[config.mk]
export PLATFORM = sky130hd
export DESIGN_NAME = rwc_top
export DESIGN_NICKNAME = d
export VERILOG_FILES = /design/src/hdl/rwc_pkg.sv /design/src/hdl/rwc_top.sv /design/src/hdl/rwc_sync.sv
export SDC_FILE = /design/constraint.sdc
export NUM_CORES = 1
export LEC_CHECK = 0
export BUFFER_PORTS_ARGS = -buffer_cell sky130_fd_sc_hd__buf_2
export CAP_MARGIN = 20
export CORE_MARGIN = 2
export CORE_UTILIZATION = 40
export CTS_BUF_LIST = sky130_fd_sc_hd__clkbuf_8
export CTS_CLUSTER_DIAMETER = 120
export CTS_CLUSTER_SIZE = 28
export DETAILED_ROUTE_END_ITERATION = 16
export PLACE_DENSITY = 0.65
export SLEW_MARGIN = 20
export SYNTH_ARGS = -nofsm -noshare
export SYNTH_HDL_FRONTEND = slang
export SYNTH_HIERARCHICAL = 1
export SYNTH_SLANG_ARGS = --single-unit
[constraint.sdc]
create_clock -name clk -period 3.4 [get_ports clk]
set_input_delay 0.68 -clock clk [delete_from_list [all_inputs] [get_ports clk]]
set_output_delay 0.68 -clock clk [all_outputs]
set_load 0.02 [all_outputs]
[src/hdl/rwc_pkg.sv]
// rwc_pkg: constants and types for the receive waveform checker
// assumes: one 25 MHz clock, a plain register port, fs tick made inside
package rwc_pkg;

  localparam int          ADDR_W         = 4;
  localparam logic [3:0]  OFS_LIMITS     = 4'h0;
  localparam logic [3:0]  OFS_RX_CTRL    = 4'h4;
  localparam logic [3:0]  OFS_IRQ_STAT   = 4'h8;
  localparam logic [3:0]  OFS_IRQ_MASK   = 4'hC;

  localparam int          POS_CHK_EN     = 0;
  localparam int          POS_ONE_EARLY  = 8;
  localparam int          POS_ONE_LATE   = 12;
  localparam int          POS_ZERO_EARLY = 16;
  localparam int          POS_ZERO_LATE  = 20;
  localparam logic [31:0] LIMITS_MASK    = 32'h0077_7701;
  localparam logic [31:0] LIMITS_RESET   = 32'h0000_0000;

  localparam int          POS_RX_EN      = 0;
  localparam int          POS_HOLD       = 1;

  localparam int          POS_EV_WAVE    = 0;
  localparam int          POS_EV_BIT     = 1;
  localparam int          EV_W           = 2;

  // bases of the four limits, in fs periods
  localparam logic [7:0]  BASE_ZERO_LATE  = 8'h38;
  localparam logic [7:0]  BASE_ZERO_EARLY = 8'h2B;
  localparam logic [7:0]  BASE_ONE_LATE   = 8'h1A;
  localparam logic [7:0]  BASE_ONE_EARLY  = 8'h0D;

  // fs is 32768 Hz; clock is 25 MHz
  localparam int          CLK_HZ     = 25000000;
  localparam int          FS_HZ      = 32768;
  localparam int          FS_DIV     = CLK_HZ / FS_HZ;
  localparam logic [9:0]  FS_DIV_M1  = 10'(FS_DIV - 1);

  typedef struct packed {
    logic                 wr;
    logic                 rd;
    logic [ADDR_W-1:0]    addr;
    logic [31:0]          wdata;
  } rwc_bus_t;

  typedef struct packed {
    logic [2:0] zero_late_limit;
    logic [2:0] zero_early_limit;
    logic [2:0] one_late_limit;
    logic [2:0] one_early_limit;
    logic       waveform_check_enable;
  } rwc_limits_t;

  typedef enum logic [1:0] {
    ST_IDLE = 2'b00,
    ST_LOW  = 2'b01,
    ST_HIGH = 2'b11
  } rwc_state_t;

endpackage

[src/hdl/rwc_top.sv]
// rwc_top: receive waveform checker with its register port and interrupt
// assumes: bus line enters raw on line_in; software stops reception first
//
// Functional notes
// - limits bit 0 switches the waveform check on or off
// - latest zero rise is 56 fs plus field at bits 22-20
// - no rise by the latest zero limit is a waveform error
// - earliest zero rise is 43 fs minus field at bits 18-16
// - latest one rise is 26 fs plus field at bits 14-12
// - rise between latest one and earliest zero is an error
// - earliest one rise is 13 fs minus field at bits 10-8
// - rise before the earliest one limit is a waveform error
// - with hold set, error interrupt waits for bit end or timeout
`timescale 1ns/1ns
`default_nettype none
module rwc_top
  import rwc_pkg::*;
(
  input  wire logic              clk,
  input  wire logic              nrst,
  input  wire logic              wr,
  input  wire logic              rd,
  input  wire logic [ADDR_W-1:0] addr,
  input  wire logic [31:0]       wdata,
  output var  logic [31:0]       rdata,
  input  wire logic              line_in,
  output var  logic              wave_err,
  output var  logic              bit_done,
  output var  logic              irq
);

  rwc_bus_t    bus;
  rwc_limits_t lim;
  logic [31:0] limits_reg;
  logic        rx_enable;
  logic        err_hold;
  logic [EV_W-1:0] irq_stat;
  logic [EV_W-1:0] irq_mask;
  logic        line_s;
  logic        line_d;
  logic [9:0]  div_cnt;
  logic        fs_tick;
  logic [7:0]  bit_time;
  rwc_state_t  state;
  logic        err_pend;
  logic        next_wave_err;
  logic        next_bit_done;
  logic        timeout;

  // low wins: a bit longer than this counts as a lost line
  localparam logic [7:0] TIMEOUT_FS = 8'hFF;

  function automatic logic [7:0] lim_up(input logic [7:0] base,
                                        input logic [2:0] f);
    lim_up = base + {5'h00, f};
  endfunction

  function automatic logic [7:0] lim_dn(input logic [7:0] base,
                                        input logic [2:0] f);
    lim_dn = base - {5'h00, f};
  endfunction

  assign bus = '{wr: wr, rd: rd, addr: addr, wdata: wdata};

  always_comb begin
    lim.zero_late_limit       = limits_reg[POS_ZERO_LATE +: 3];
    lim.zero_early_limit      = limits_reg[POS_ZERO_EARLY +: 3];
    lim.one_late_limit        = limits_reg[POS_ONE_LATE +: 3];
    lim.one_early_limit       = limits_reg[POS_ONE_EARLY +: 3];
    lim.waveform_check_enable = limits_reg[POS_CHK_EN];
  end

  logic [7:0] t_zero_late;
  logic [7:0] t_zero_early;
  logic [7:0] t_one_late;
  logic [7:0] t_one_early;

  assign t_zero_late  = lim_up(BASE_ZERO_LATE, lim.zero_late_limit);
  assign t_zero_early = lim_dn(BASE_ZERO_EARLY, lim.zero_early_limit);
  assign t_one_late   = lim_up(BASE_ONE_LATE, lim.one_late_limit);
  assign t_one_early  = lim_dn(BASE_ONE_EARLY, lim.one_early_limit);

  rwc_sync u_sync (
    .clk  (clk),
    .nrst (nrst),
    .d    (line_in),
    .q    (line_s)
  );

  always_ff @(posedge clk or negedge nrst) begin
    if (!nrst) begin
      line_d <= 1'b1;
    end else begin
      line_d <= line_s;
    end
  end

  // fs enable pulse from the system clock
  always_ff @(posedge clk or negedge nrst) begin
    if (!nrst) begin
      div_cnt <= 10'h000;
      fs_tick <= 1'b0;
    end else if (div_cnt == FS_DIV_M1) begin
      div_cnt <= 10'h000;
      fs_tick <= 1'b1;
    end else begin
      div_cnt <= div_cnt + 10'h001;
      fs_tick <= 1'b0;
    end
  end

  logic fall;
  logic rise;
  assign fall = line_d & ~line_s;
  assign rise = ~line_d & line_s;

  always_ff @(posedge clk or negedge nrst) begin
    if (!nrst) begin
      bit_time <= 8'h00;
    end else if (fall) begin
      bit_time <= 8'h00;
    end else if (fs_tick && bit_time != TIMEOUT_FS) begin
      bit_time <= bit_time + 8'h01;
    end
  end

  assign timeout = (state != ST_IDLE) && (bit_time == TIMEOUT_FS);

  always_comb begin
    next_wave_err = 1'b0;
    next_bit_done = 1'b0;
    case (state)
      ST_LOW: begin
        if (rise) begin
          next_bit_done = 1'b1;
          if (bit_time < t_one_early) begin
            next_wave_err = 1'b1;
          end
          if (bit_time > t_one_late && bit_time < t_zero_early) begin
            next_wave_err = 1'b1;
          end
        end else if (fs_tick && bit_time == t_zero_late) begin
          next_wave_err = 1'b1;
        end
      end
      ST_IDLE: ;
      ST_HIGH: ;
      default: ;
    endcase
    if (!lim.waveform_check_enable) begin
      next_wave_err = 1'b0;
    end
  end

  always_ff @(posedge clk or negedge nrst) begin
    if (!nrst) begin
      state <= ST_IDLE;
    end else if (!rx_enable) begin
      state <= ST_IDLE;
    end else if (fall) begin
      state <= ST_LOW;
    end else begin
      case (state)
        ST_LOW: begin
          if (rise) begin
            state <= ST_HIGH;
          end else if (timeout) begin
            state <= ST_IDLE;
          end
        end
        ST_HIGH: begin
          if (timeout) begin
            state <= ST_IDLE;
          end
        end
        ST_IDLE: ;
        default: state <= ST_IDLE;
      endcase
    end
  end

  always_ff @(posedge clk or negedge nrst) begin
    if (!nrst) begin
      wave_err <= 1'b0;
      bit_done <= 1'b0;
    end else begin
      wave_err <= next_wave_err;
      bit_done <= next_bit_done;
    end
  end

  // held error released at bit end or timeout
  logic wave_ev;
  always_ff @(posedge clk or negedge nrst) begin
    if (!nrst) begin
      err_pend <= 1'b0;
    end else if (!err_hold || next_bit_done || timeout) begin
      err_pend <= 1'b0;
    end else if (next_wave_err) begin
      err_pend <= 1'b1;
    end
  end
  assign wave_ev = err_hold
                 ? ((err_pend | next_wave_err) & (next_bit_done | timeout))
                 : next_wave_err;

  // registers; leaves limit changes to software with reception stopped
  always_ff @(posedge clk or negedge nrst) begin
    if (!nrst) begin
      limits_reg <= LIMITS_RESET;
      rx_enable  <= 1'b0;
      err_hold   <= 1'b0;
      irq_mask   <= '0;
    end else if (bus.wr) begin
      case (bus.addr)
        OFS_LIMITS:   limits_reg <= bus.wdata & LIMITS_MASK;
        OFS_RX_CTRL: begin
          rx_enable <= bus.wdata[POS_RX_EN];
          err_hold  <= bus.wdata[POS_HOLD];
        end
        OFS_IRQ_MASK: irq_mask <= bus.wdata[EV_W-1:0];
        default: ;
      endcase
    end
  end

  // set wins over write-one-to-clear
  logic [EV_W-1:0] ev_set;
  logic [EV_W-1:0] ev_clr;
  always_comb begin
    ev_set = '0;
    ev_set[POS_EV_WAVE] = wave_ev;
    ev_set[POS_EV_BIT]  = next_bit_done;
    ev_clr = (bus.wr && bus.addr == OFS_IRQ_STAT)
           ? bus.wdata[EV_W-1:0] : '0;
  end

  always_ff @(posedge clk or negedge nrst) begin
    if (!nrst) begin
      irq_stat <= '0;
    end else begin
      irq_stat <= (irq_stat & ~ev_clr) | ev_set;
    end
  end

  always_ff @(posedge clk or negedge nrst) begin
    if (!nrst) begin
      irq <= 1'b0;
    end else begin
      irq <= |(((irq_stat & ~ev_clr) | ev_set) & irq_mask);
    end
  end

  always_ff @(posedge clk or negedge nrst) begin
    if (!nrst) begin
      rdata <= 32'h0000_0000;
    end else if (bus.rd) begin
      case (bus.addr)
        OFS_LIMITS:   rdata <= limits_reg;
        OFS_RX_CTRL:  rdata <= {30'h0000_0000, err_hold, rx_enable};
        OFS_IRQ_STAT: rdata <= {30'h0000_0000, irq_stat};
        OFS_IRQ_MASK: rdata <= {30'h0000_0000, irq_mask};
        default:      rdata <= 32'h0000_0000;
      endcase
    end else begin
      rdata <= 32'h0000_0000;
    end
  end

endmodule
`default_nettype wire

[src/hdl/rwc_sync.sv]
// rwc_sync: two-flop synchroniser for the bus line input
// assumes: input is asynchronous to clk; line idles high
`timescale 1ns/1ns
`default_nettype none
module rwc_sync (
  input  wire logic clk,
  input  wire logic nrst,
  input  wire logic d,
  output var  logic q
);
  logic meta;

  always_ff @(posedge clk or negedge nrst) begin
    if (!nrst) begin
      meta <= 1'b1;
      q    <= 1'b1;
    end else begin
      meta <= d;
      q    <= meta;
    end
  end
endmodule
`default_nettype wire

==> results.toml, run 1 <==
[run]
max-cap-violations = 0

[cells_and_area]
stdcell_count = 419
layout-drive-gt1-share = 0.275
seqCellArea_um2 = 1530
combined_area_of_the_multi_input_logic_cells_um2 = 1380
layout.nets = 372
largest_register_ff_count = 14
diodes = 0
final_core_util = 0.474
fill_cells = 705
layout-area-overhead-vs-synth_pct = 13.2

[timing]
setup_tns_ns = 0
period_share = 0.721
timing.fmax_mhz = 408
final.hold.worst_slack_ns = 0.364
final-hold-violation-count = 0
finalSetupViolations = 0
worst_slew_pin_tran_ns = 0.808
rsz0062_at_grt = "no"
worst_slew_margin_rel = 0.460
slew_violations = 0
shortest_period_the_worst_path_allows_ns = 2.45
finClkSkew_ns = 0.0127

[floorplanning]
design.core.area_um2 = 7330
fp.dieArea_um2 = 8400
rows = 31
starting_utilization_of_the_core_area = 0.419
num_io_pins = 76
die_width_um = 91.6
chipHeight_um = 91.6

[route]
antenna_violating_nets_post_route = 0
drt-total-wl_mm = 5.59
vias = 2054
dr.pass1.iters = 4
vias_per_cell = 4.90
detail_route.wl_per_cell_um = 13.4
drcViolationCount = 0
dr.first_iter.drc_count = 77

[clocking]
cts_buffers = 9
clk_latency_ns = 0.34
clock_tree.root_cell = "sky130_fd_sc_hd__clkbuf_8"
clock_sinks = 61
path_clk_slew_ns = 0.07
cts.htree.levels = 3
cts_resized = 0
cts_setup_buffers = 0
cts-hold-fix-buffers = 0
cts_tree = "done"
ctsLongestPathBuffers = 2

[synthesis]
yosysUniqueCellTypes = 52
synth_edf_count = 0
syn_area_per_cell_um2 = 11.3
synthArstFlopShare = 1.00
netlist_area_um2 = 3070
yosysWarnings = 6
synth-main-ff-cell = "sky130_fd_sc_hd__dfrtp_1"
post_synth_inst_count = 271
synth_seq_area_share = 0.498
post_synthesis_register_bit_count = 61

[placed_design]
port-buffer-count = 39
dp_hpwl_mm = 4.05
globalplace.congestion = 0.811
place_inst = 403

[worst_setup_path]
criticalPathCategory = "reg2reg"
startpoint_type = "flip-flop"
critical_path_sink_type = "flip-flop"
required_ns = 3.64
timing.critical_path.fanout_max = 6
worstPathArrival_ns = 2.69

[pwr]
relative_contribution_of_combinational_cells_to_total_power = 0.138
p_int_uw = 1200
switching_share = 0.271
power_switching_uw = 447
power_frac_seq = 0.511
post-layout-total-power_uw = 1650
leakagePower_uw = 0.00171
vdd_drop_max_v = 0.000281
clkPwrFrac = 0.350
power-per-cell-area_nw_per_um2 = 474

[global_routing]
grt_overflow_total = 0
grt_max_degree = 33
grt_pass1_vias = 1999
global_route_wire_length_before_repair_mm = 9.56
groute.usage.overall = 0.146
antenna_violations_before_repair = 0

[outcome]
result_of_the_run = "completed"

[hold_path]
min_path_type = "reg2reg"
==> through the flow <==
step / setup WS, ns / area, um^2
3_3_place_gp: 0.946 / 3300
6_report: 0.947 / 3480
4_1_cts: 0.927 / 3480
3_5_place_dp: 0.927 / 3300
5_1_grt: 0.777 / 3480
2_1_floorplan: 1.23 / 3140
==> synth_stat cells, types with 4 or more instances <==
| cell | count | share of area |
|---|---|---|
| sky130_fd_sc_hd__a21oi_1 | 8 | 0.013 |
| sky130_fd_sc_hd__and2_1 | 11 | 0.022 |
| sky130_fd_sc_hd__and3_1 | 5 | 0.010 |
| sky130_fd_sc_hd__buf_4 | 18 | 0.044 |
| sky130_fd_sc_hd__dfrtp_1 | 58 | 0.47 |
| sky130_fd_sc_hd__ha_1 | 16 | 0.065 |
| sky130_fd_sc_hd__inv_1 | 11 | 0.013 |
| sky130_fd_sc_hd__mux2_2 | 18 | 0.066 |
| sky130_fd_sc_hd__nand2_1 | 9 | 0.011 |
| sky130_fd_sc_hd__nand3_1 | 12 | 0.020 |
| sky130_fd_sc_hd__nor2_1 | 21 | 0.026 |
| sky130_fd_sc_hd__o211ai_1 | 4 | 0.0098 |
| sky130_fd_sc_hd__o21ai_0 | 7 | 0.011 |
| sky130_fd_sc_hd__xnor2_1 | 5 | 0.014 |
| sky130_fd_sc_hd__xor2_1 | 11 | 0.031 |
==> cell usage in the layout (no fill, tap or decap), types with 3 or more instances in the layout <==
cell | synthesis | final
sky130_fd_sc_hd__clkinv_2 | 0 | 3
sky130_fd_sc_hd__buf_2 | 0 | 39
sky130_fd_sc_hd__nor2b_1 | 3 | 3
sky130_fd_sc_hd__nor2_1 | 21 | 21
sky130_fd_sc_hd__inv_1 | 11 | 12
sky130_fd_sc_hd__o21ai_0 | 7 | 7
sky130_fd_sc_hd__dfstp_2 | 3 | 3
sky130_fd_sc_hd__clkbuf_8 | 0 | 11
sky130_fd_sc_hd__xnor2_1 | 5 | 5
sky130_fd_sc_hd__nand3_1 | 12 | 12
sky130_fd_sc_hd__and3_1 | 5 | 5
sky130_fd_sc_hd__conb_1 | 1 | 18
sky130_fd_sc_hd__ha_1 | 16 | 16
sky130_fd_sc_hd__mux2_2 | 18 | 18
sky130_fd_sc_hd__o211ai_1 | 4 | 4
sky130_fd_sc_hd__a21oi_1 | 8 | 8
sky130_fd_sc_hd__and2_1 | 11 | 11
sky130_fd_sc_hd__dfrtp_1 | 58 | 58
sky130_fd_sc_hd__xor2_1 | 11 | 11
sky130_fd_sc_hd__nand2_1 | 9 | 9
==> cell type report <==
class	count	share of cell area
inverter	11	0.0119
multi-input combinational	191	0.397
sequential	61	0.440
tap	99	0.0356
clock buffer	11	0.0436
timing repair buffer	41	0.0641
clock inverter	5	0.00756
==> critical path: stages, from the launching register on <==
cell and delay, ns:
sky130_fd_sc_hd__dfrtp_1 0.42, sky130_fd_sc_hd__ha_1 0.26, sky130_fd_sc_hd__inv_1 0.07, sky130_fd_sc_hd__ha_1 0.31, sky130_fd_sc_hd__a311o_1 0.36, sky130_fd_sc_hd__a221o_1 0.26, sky130_fd_sc_hd__a31oi_1 0.30, sky130_fd_sc_hd__o21ai_1 0.12
sky130_fd_sc_hd__a32o_2 0.27
==> layer usage <==
| metal | share of wire | vias up | wire length (um) | track usage |
|---|---|---|---|---|
| li1 | - | 1001 | - | - |
| met1 | 0.46 | 1006 | 2570 | 0.187 |
| met2 | 0.48 | 41 | 2690 | 0.231 |
| met3 | 0.041 | 6 | 231 | 0.0477 |
| met4 | 0.019 | 0 | 104 | 0.0530 |
| met5 | 0 | - | 0 | 0 |
==> logic make-up after synthesis <==
kind of cell    count (synthesis)  synth area share
xor+xnor                       16            0.0456
other cells                     1           0.00122
flops                          61             0.498
buf+inv                        36            0.0733
compound gates                 35            0.0778
simple gates                   86             0.162
mux                            20            0.0766
fa+ha+maj                      16            0.0652
==> path summary, 6_finish.rpt <==
path	start	end	slack [ns]	cells past startpoint
max in group asynchronous	nrst	rdata[17]	2.41	2
worst max register to register	limits_reg[13]	irq	0.95	8
worst max-delay path	limits_reg[13]	irq	0.95	8
worst min register to register	u_sync/meta	u_sync/q	0.36	0
min in group asynchronous	nrst	div_cnt[6]	0.39	1
worst min-delay path	u_sync/meta	u_sync/q	0.36	0
==> power by group through the flow <==
stage               registers (uW)  clock network (uW)  logic (uW)
finish                         843                 578         228
global route                   855                 632         261
global placement               856                   0         226
CTS                            845                 592         233
detailed placement             857                   0         232
floorplan                      850                   0         177
Note: power is estimated with default switching activity, not from simulation.
==> inputs of run 2 (changes only) <==
Settings changed: PLACE_DENSITY 0.65 to 0.67.
Clock period 3.4 ns to 2.2 ns, I/O delays scaled along.
==> results.toml, run 2 (same netlist as run 1, synthesis figures left out) <==
[route]
drcViolationCount = 0
detail_route.wl_per_cell_um = 13.7
dr.pass1.iters = 4
dr.first_iter.drc_count = 68
drt-total-wl_mm = 5.98
vias_per_cell = 4.80
antenna_violating_nets_post_route = 0
vias = 2099

[global_routing]
antenna_violations_before_repair = 0
grt_pass1_vias = 2154
grt_overflow_total = 0
global_route_wire_length_before_repair_mm = 10.2
grt_max_degree = 44
groute.usage.overall = 0.157

[pwr]
switching_share = 0.267
relative_contribution_of_combinational_cells_to_total_power = 0.154
power_switching_uw = 708
clkPwrFrac = 0.353
p_int_uw = 1940
vdd_drop_max_v = 0.000392
leakagePower_uw = 0.00181
power_frac_seq = 0.493
power-per-cell-area_nw_per_um2 = 723

[clocking]
clock_sinks = 61
cts_buffers = 9
cts.htree.levels = 3
cts_tree = "done"
clk_latency_ns = 0.34
ctsLongestPathBuffers = 2
path_clk_slew_ns = 0.07
cts-hold-fix-buffers = 0
clock_tree.root_cell = "sky130_fd_sc_hd__clkbuf_8"

[cells_and_area]
diodes = 0
postLayoutCellArea_um2 = 3660
layout.cells.most_common_list = "sky130_fd_sc_hd__dfrtp_1, sky130_fd_sc_hd__buf_2, sky130_fd_sc_hd__nor2_1"
layout.cells.most_common = "sky130_fd_sc_hd__dfrtp_1"
layout-drive-gt1-share = 0.331
largest_register_ff_count = 14
layout.nets = 390
layout-area-overhead-vs-synth_pct = 19.3

[timing]
final.hold.worst_slack_ns = 0.0420
shortest_period_the_worst_path_allows_ns = 2.16
timing.fmax_mhz = 463
final-hold-violation-count = 0
slew_violations = 0
worst_slew_pin_tran_ns = 0.547
finalSetupViolations = 0
rsz0062_at_grt = "yes"
period_share = 0.982
worst_slew_margin_rel = 0.634
finClkSkew_ns = 0.00961

[worst_setup_path]
cp_top_family = "compound AO/OA/AOI/OAI gates"
startpoint_type = "flip-flop"
critPathMostFrequentCell = "sky130_fd_sc_hd__o211ai_1"
required_ns = 2.43
critical_path_sink_type = "flip-flop"
worstPathArrival_ns = 2.39
max_stage_delay_cell_worst_path = "sky130_fd_sc_hd__dfrtp_1"
criticalPathCategory = "reg2reg"
cp_cell_sequence = "ha_1, inv_2, ha_4, o211ai_1, o211ai_1, a221o_1, a31oi_4, o21ai_2, a32o_2"
max_stage_delay_ns = 0.40
timing.critical_path.fanout_max = 3
worst-path-buf-inv = 1

[floorplanning]
die_width_um = 91.6
starting_utilization_of_the_core_area = 0.419
fp.dieArea_um2 = 8400
design.core.area_um2 = 7330
chipHeight_um = 91.6
rows = 31
num_io_pins = 76

[placed_design]
globalplace.congestion = 0.835
detailed_place.area_um2 = 3430
dp_hpwl_mm = 4.46
port-buffer-count = 39

[hold_path]
min_path_type = "in2async"

[outcome]
result_of_the_run = "completed"

[run]
max-cap-violations = 0
==> run 2: changes by cell type in the layout (fill, tap and decap cells not counted), sizes merged <==
| cell | before | now |
|---|---|---|
| inv | 12 | 13 |
| clkbuf | 11 | 9 |
| buf | 41 | 59 |
| bufinv | 0 | 1 |
==> run 2: worst reg2reg max path, cell delays in order (launching register included) <==
cell and delay, ns:
sky130_fd_sc_hd__dfrtp_1 0.40, sky130_fd_sc_hd__ha_1 0.30, sky130_fd_sc_hd__inv_2 0.04, sky130_fd_sc_hd__ha_4 0.15, sky130_fd_sc_hd__o211ai_1 0.16, sky130_fd_sc_hd__o211ai_1 0.11
sky130_fd_sc_hd__a221o_1 0.34, sky130_fd_sc_hd__a31oi_4 0.22, sky130_fd_sc_hd__o21ai_2 0.08, sky130_fd_sc_hd__a32o_2 0.26
==> run 2: cell type report <==
class | instances | area, um^2
fill | 654 | 3670
clock inverter | 7 | 60.1
timing repair buffer | 59 | 358
clock buffer | 9 | 124
sequential | 61 | 1530
tap | 99 | 124
inverter | 11 | 41.3
multi-input combinational | 191 | 1430
==> run 2: final timing paths <==
check                      slack, ns  cells after the start          end           start
min in group clk                0.20                      1  u_sync/meta         line_in
max                             0.04                      9          irq  limits_reg[13]
min                             0.04                      1  irq_stat[0]            nrst
max reg2reg                     0.04                      9          irq  limits_reg[13]
min reg2reg                     0.35                      0     u_sync/q     u_sync/meta
max in group asynchronous       1.54                      2       line_d            nrst
==> run 2: layer usage <==
metal  track usage  part of all wire  vias to the layer above
met5             0                 0                        -
met4        0.0568             0.016                        0
met3        0.0493             0.038                        8
met1         0.202              0.45                     1012
met2         0.248              0.49                       42
li1              -                 -                     1037
==> run 2: power by group through the flow <==
stage	logic [uW]	registers, uW	clock network [uW]
floorplan	273	1310	0
global placement	378	1320	0
detailed placement	388	1320	0
CTS	405	1300	955
global route	462	1320	1010
finish	407	1300	935
==> run 2: through the flow <==
step | TNS (ns) | total power, uW | std cells | setup slack, ns | utilization
floorplan | 0 | 1590 | 288 | 0.0271 | -
global placement | -0.198 | 1700 | 421 | -0.137 | 0.468
detailed placement | -0.285 | 1710 | 421 | -0.147 | 0.468
CTS | 0 | 2670 | 437 | 0.00990 | 0.497
global route | -0.0766 | 2790 | 437 | -0.0766 | 0.500
finish | 0 | 2650 | 437 | 0.0397 | 0.500
==> run 2: what timing repair did <==
item,in CTS,in global routing
endpoints found under the setup margin,4,4
buffers inserted,1,0
pin swaps,9,7
resized for setup,6,3
hold endpoints to repair,0,0
==> inputs of run 3 (changes only) <==
Settings changed: PLACE_DENSITY 0.67 to 0.74.
==> results.toml, run 3 (same netlist as run 1, synthesis figures left out) <==
[timing]
finClkSkew_ns = 0.00772
worst_slew_pin_tran_ns = 0.620
shortest_period_the_worst_path_allows_ns = 2.24
finalSetupViolations = 1
final.hold.worst_slack_ns = 0.0592
slew_violations = 0
timing.fmax_mhz = 447
period_share = 1.02
final-hold-violation-count = 0
layout_setup_ws_ns = -0.0387
rsz0062_at_grt = "yes"
worst_slew_margin_rel = 0.586

[clocking]
path_clk_slew_ns = 0.06
clock_tree.root_cell = "sky130_fd_sc_hd__clkbuf_8"
ctsLongestPathBuffers = 2
cts_buffers = 9
clk_latency_ns = 0.34
cts_tree = "done"
cts.htree.levels = 3
clock_sinks = 61
cts-hold-fix-buffers = 0

[route]
dr.first_iter.drc_count = 73
drt-total-wl_mm = 6.02
detail_route.wl_per_cell_um = 13.8
antenna_violating_nets_post_route = 0
vias_per_cell = 4.92
drcViolationCount = 0
vias = 2142
dr.pass1.iters = 5

[worst_setup_path]
timing.reg2reg.worst_path_depth = 8
critical_path.reg2reg.startpoint = "limits_reg[13]"
timing.rr.end = "irq"
startpoint_type = "flip-flop"
timing.critical_path.fanout_max = 5
critical_path_sink_type = "flip-flop"
required_ns = 2.43
worstPathArrival_ns = 2.47
r2r_slack_ns = -0.04
criticalPathCategory = "reg2reg"

[placed_design]
port-buffer-count = 39
dp_hpwl_mm = 4.32
globalplace.congestion = 0.905

[outcome]
failing_checks = "setup timing"
result_of_the_run = "complete, but fails checks"

[global_routing]
antenna_violations_before_repair = 0
grt_overflow_total = 0
grt_max_degree = 41
groute.usage.overall = 0.155
grt_pass1_vias = 2175
global_route_wire_length_before_repair_mm = 10.2

[floorplanning]
design.core.area_um2 = 7330
die_width_um = 91.6
num_io_pins = 76
chipHeight_um = 91.6
rows = 31
fp.dieArea_um2 = 8400
starting_utilization_of_the_core_area = 0.419

[run]
max-cap-violations = 0

[cells_and_area]
layout.nets = 388
fill_cells = 674
layout-area-overhead-vs-synth_pct = 19.1
layout.cells.most_common_list = "sky130_fd_sc_hd__dfrtp_1, sky130_fd_sc_hd__buf_2, sky130_fd_sc_hd__nor2_1"
diodes = 0
layout-drive-gt1-share = 0.336
layout.cells.most_common = "sky130_fd_sc_hd__dfrtp_1"
largest_register_ff_count = 14

[pwr]
vdd_drop_max_v = 0.000347
power-per-cell-area_nw_per_um2 = 714
post-layout-total-power_uw = 2610
leakagePower_uw = 0.00180

[hold_path]
min_path_type = "in2async"
[run 3: cell count changes in the layout (fill, tap and decap cells not counted), sizes merged]
cell and delta:
bufinv -1, clkbuf +2, buf -2, inv +2, clkinv -2, clkinvlp -1
[run 3: area by class of cell]
class / instances / area [um^2] / share of cell area
repair buffers: 57 / 343 / 0.0937
well taps: 99 / 124 / 0.0339
clock inverters: 5 / 20.0 / 0.00547
multi-input cells: 191 / 1450 / 0.395
clock buffers: 11 / 151 / 0.0414
flip-flops and latches: 61 / 1530 / 0.419
inverters: 11 / 41.3 / 0.0113
[run 3: timing repair]
item,4_1_cts,5_1_grt
buffers inserted,2,0
pin swaps,10,4
endpoints found under the setup margin,3,3
gates resized for setup,5,8
[run 3: power breakdown]
group	switching, uW	total [uW]	leakage (uW)	internal [uW]
clock network	408	859	0.000104	452
registers	84.4	1310	0.000791	1230
logic	214	442	0.000900	228
total	706	2610	0.00180	1910
[run 3: worst max path at each step]
stage | startpoint | end | slack, ns | depth (start not counted)
floorplan | limits_reg[13] | irq | 0.03 | 8
global placement | limits_reg[13] | irq | -0.08 | 8
detailed placement | limits_reg[13] | irq | -0.13 | 8
CTS | limits_reg[14] | irq | 0.003 | 9
global route | limits_reg[13] | irq | -0.12 | 8
finish | limits_reg[13] | irq | -0.04 | 8
[run 3: stage by stage]
step	TNS, ns	utilization	cells	worst slack (ns)	cell area (um^2)
floorplan	0	-	288	0.0271	3140
global placement	-0.0879	0.464	417	-0.0845	3400
detailed placement	-0.187	0.464	417	-0.126	3400
CTS	0	0.493	435	0.00338	3620
global route	-0.187	0.499	435	-0.118	3660
finish	-0.0387	0.499	435	-0.0387	3660
[run 3: routing by layer]
metal / vias to the layer above / GRT usage / routed length (um)
li1: 1033 / - / -
met1: 1045 / 0.200 / 2830
met2: 48 / 0.240 / 2820
met3: 16 / 0.0320 / 180
met5: - / 0 / 0
met4: 0 / 0.0960 / 192
[run 3: worst max-delay path, cell delays in order, from the launching register on]
cell and delay [ns]:
sky130_fd_sc_hd__dfrtp_2 0.41, sky130_fd_sc_hd__ha_2 0.20, sky130_fd_sc_hd__buf_4 0.12, sky130_fd_sc_hd__or3b_2 0.46
sky130_fd_sc_hd__a21oi_2 0.18, sky130_fd_sc_hd__a31oi_1 0.15, sky130_fd_sc_hd__a31oi_2 0.26, sky130_fd_sc_hd__o21ai_2 0.08
sky130_fd_sc_hd__a32o_2 0.27
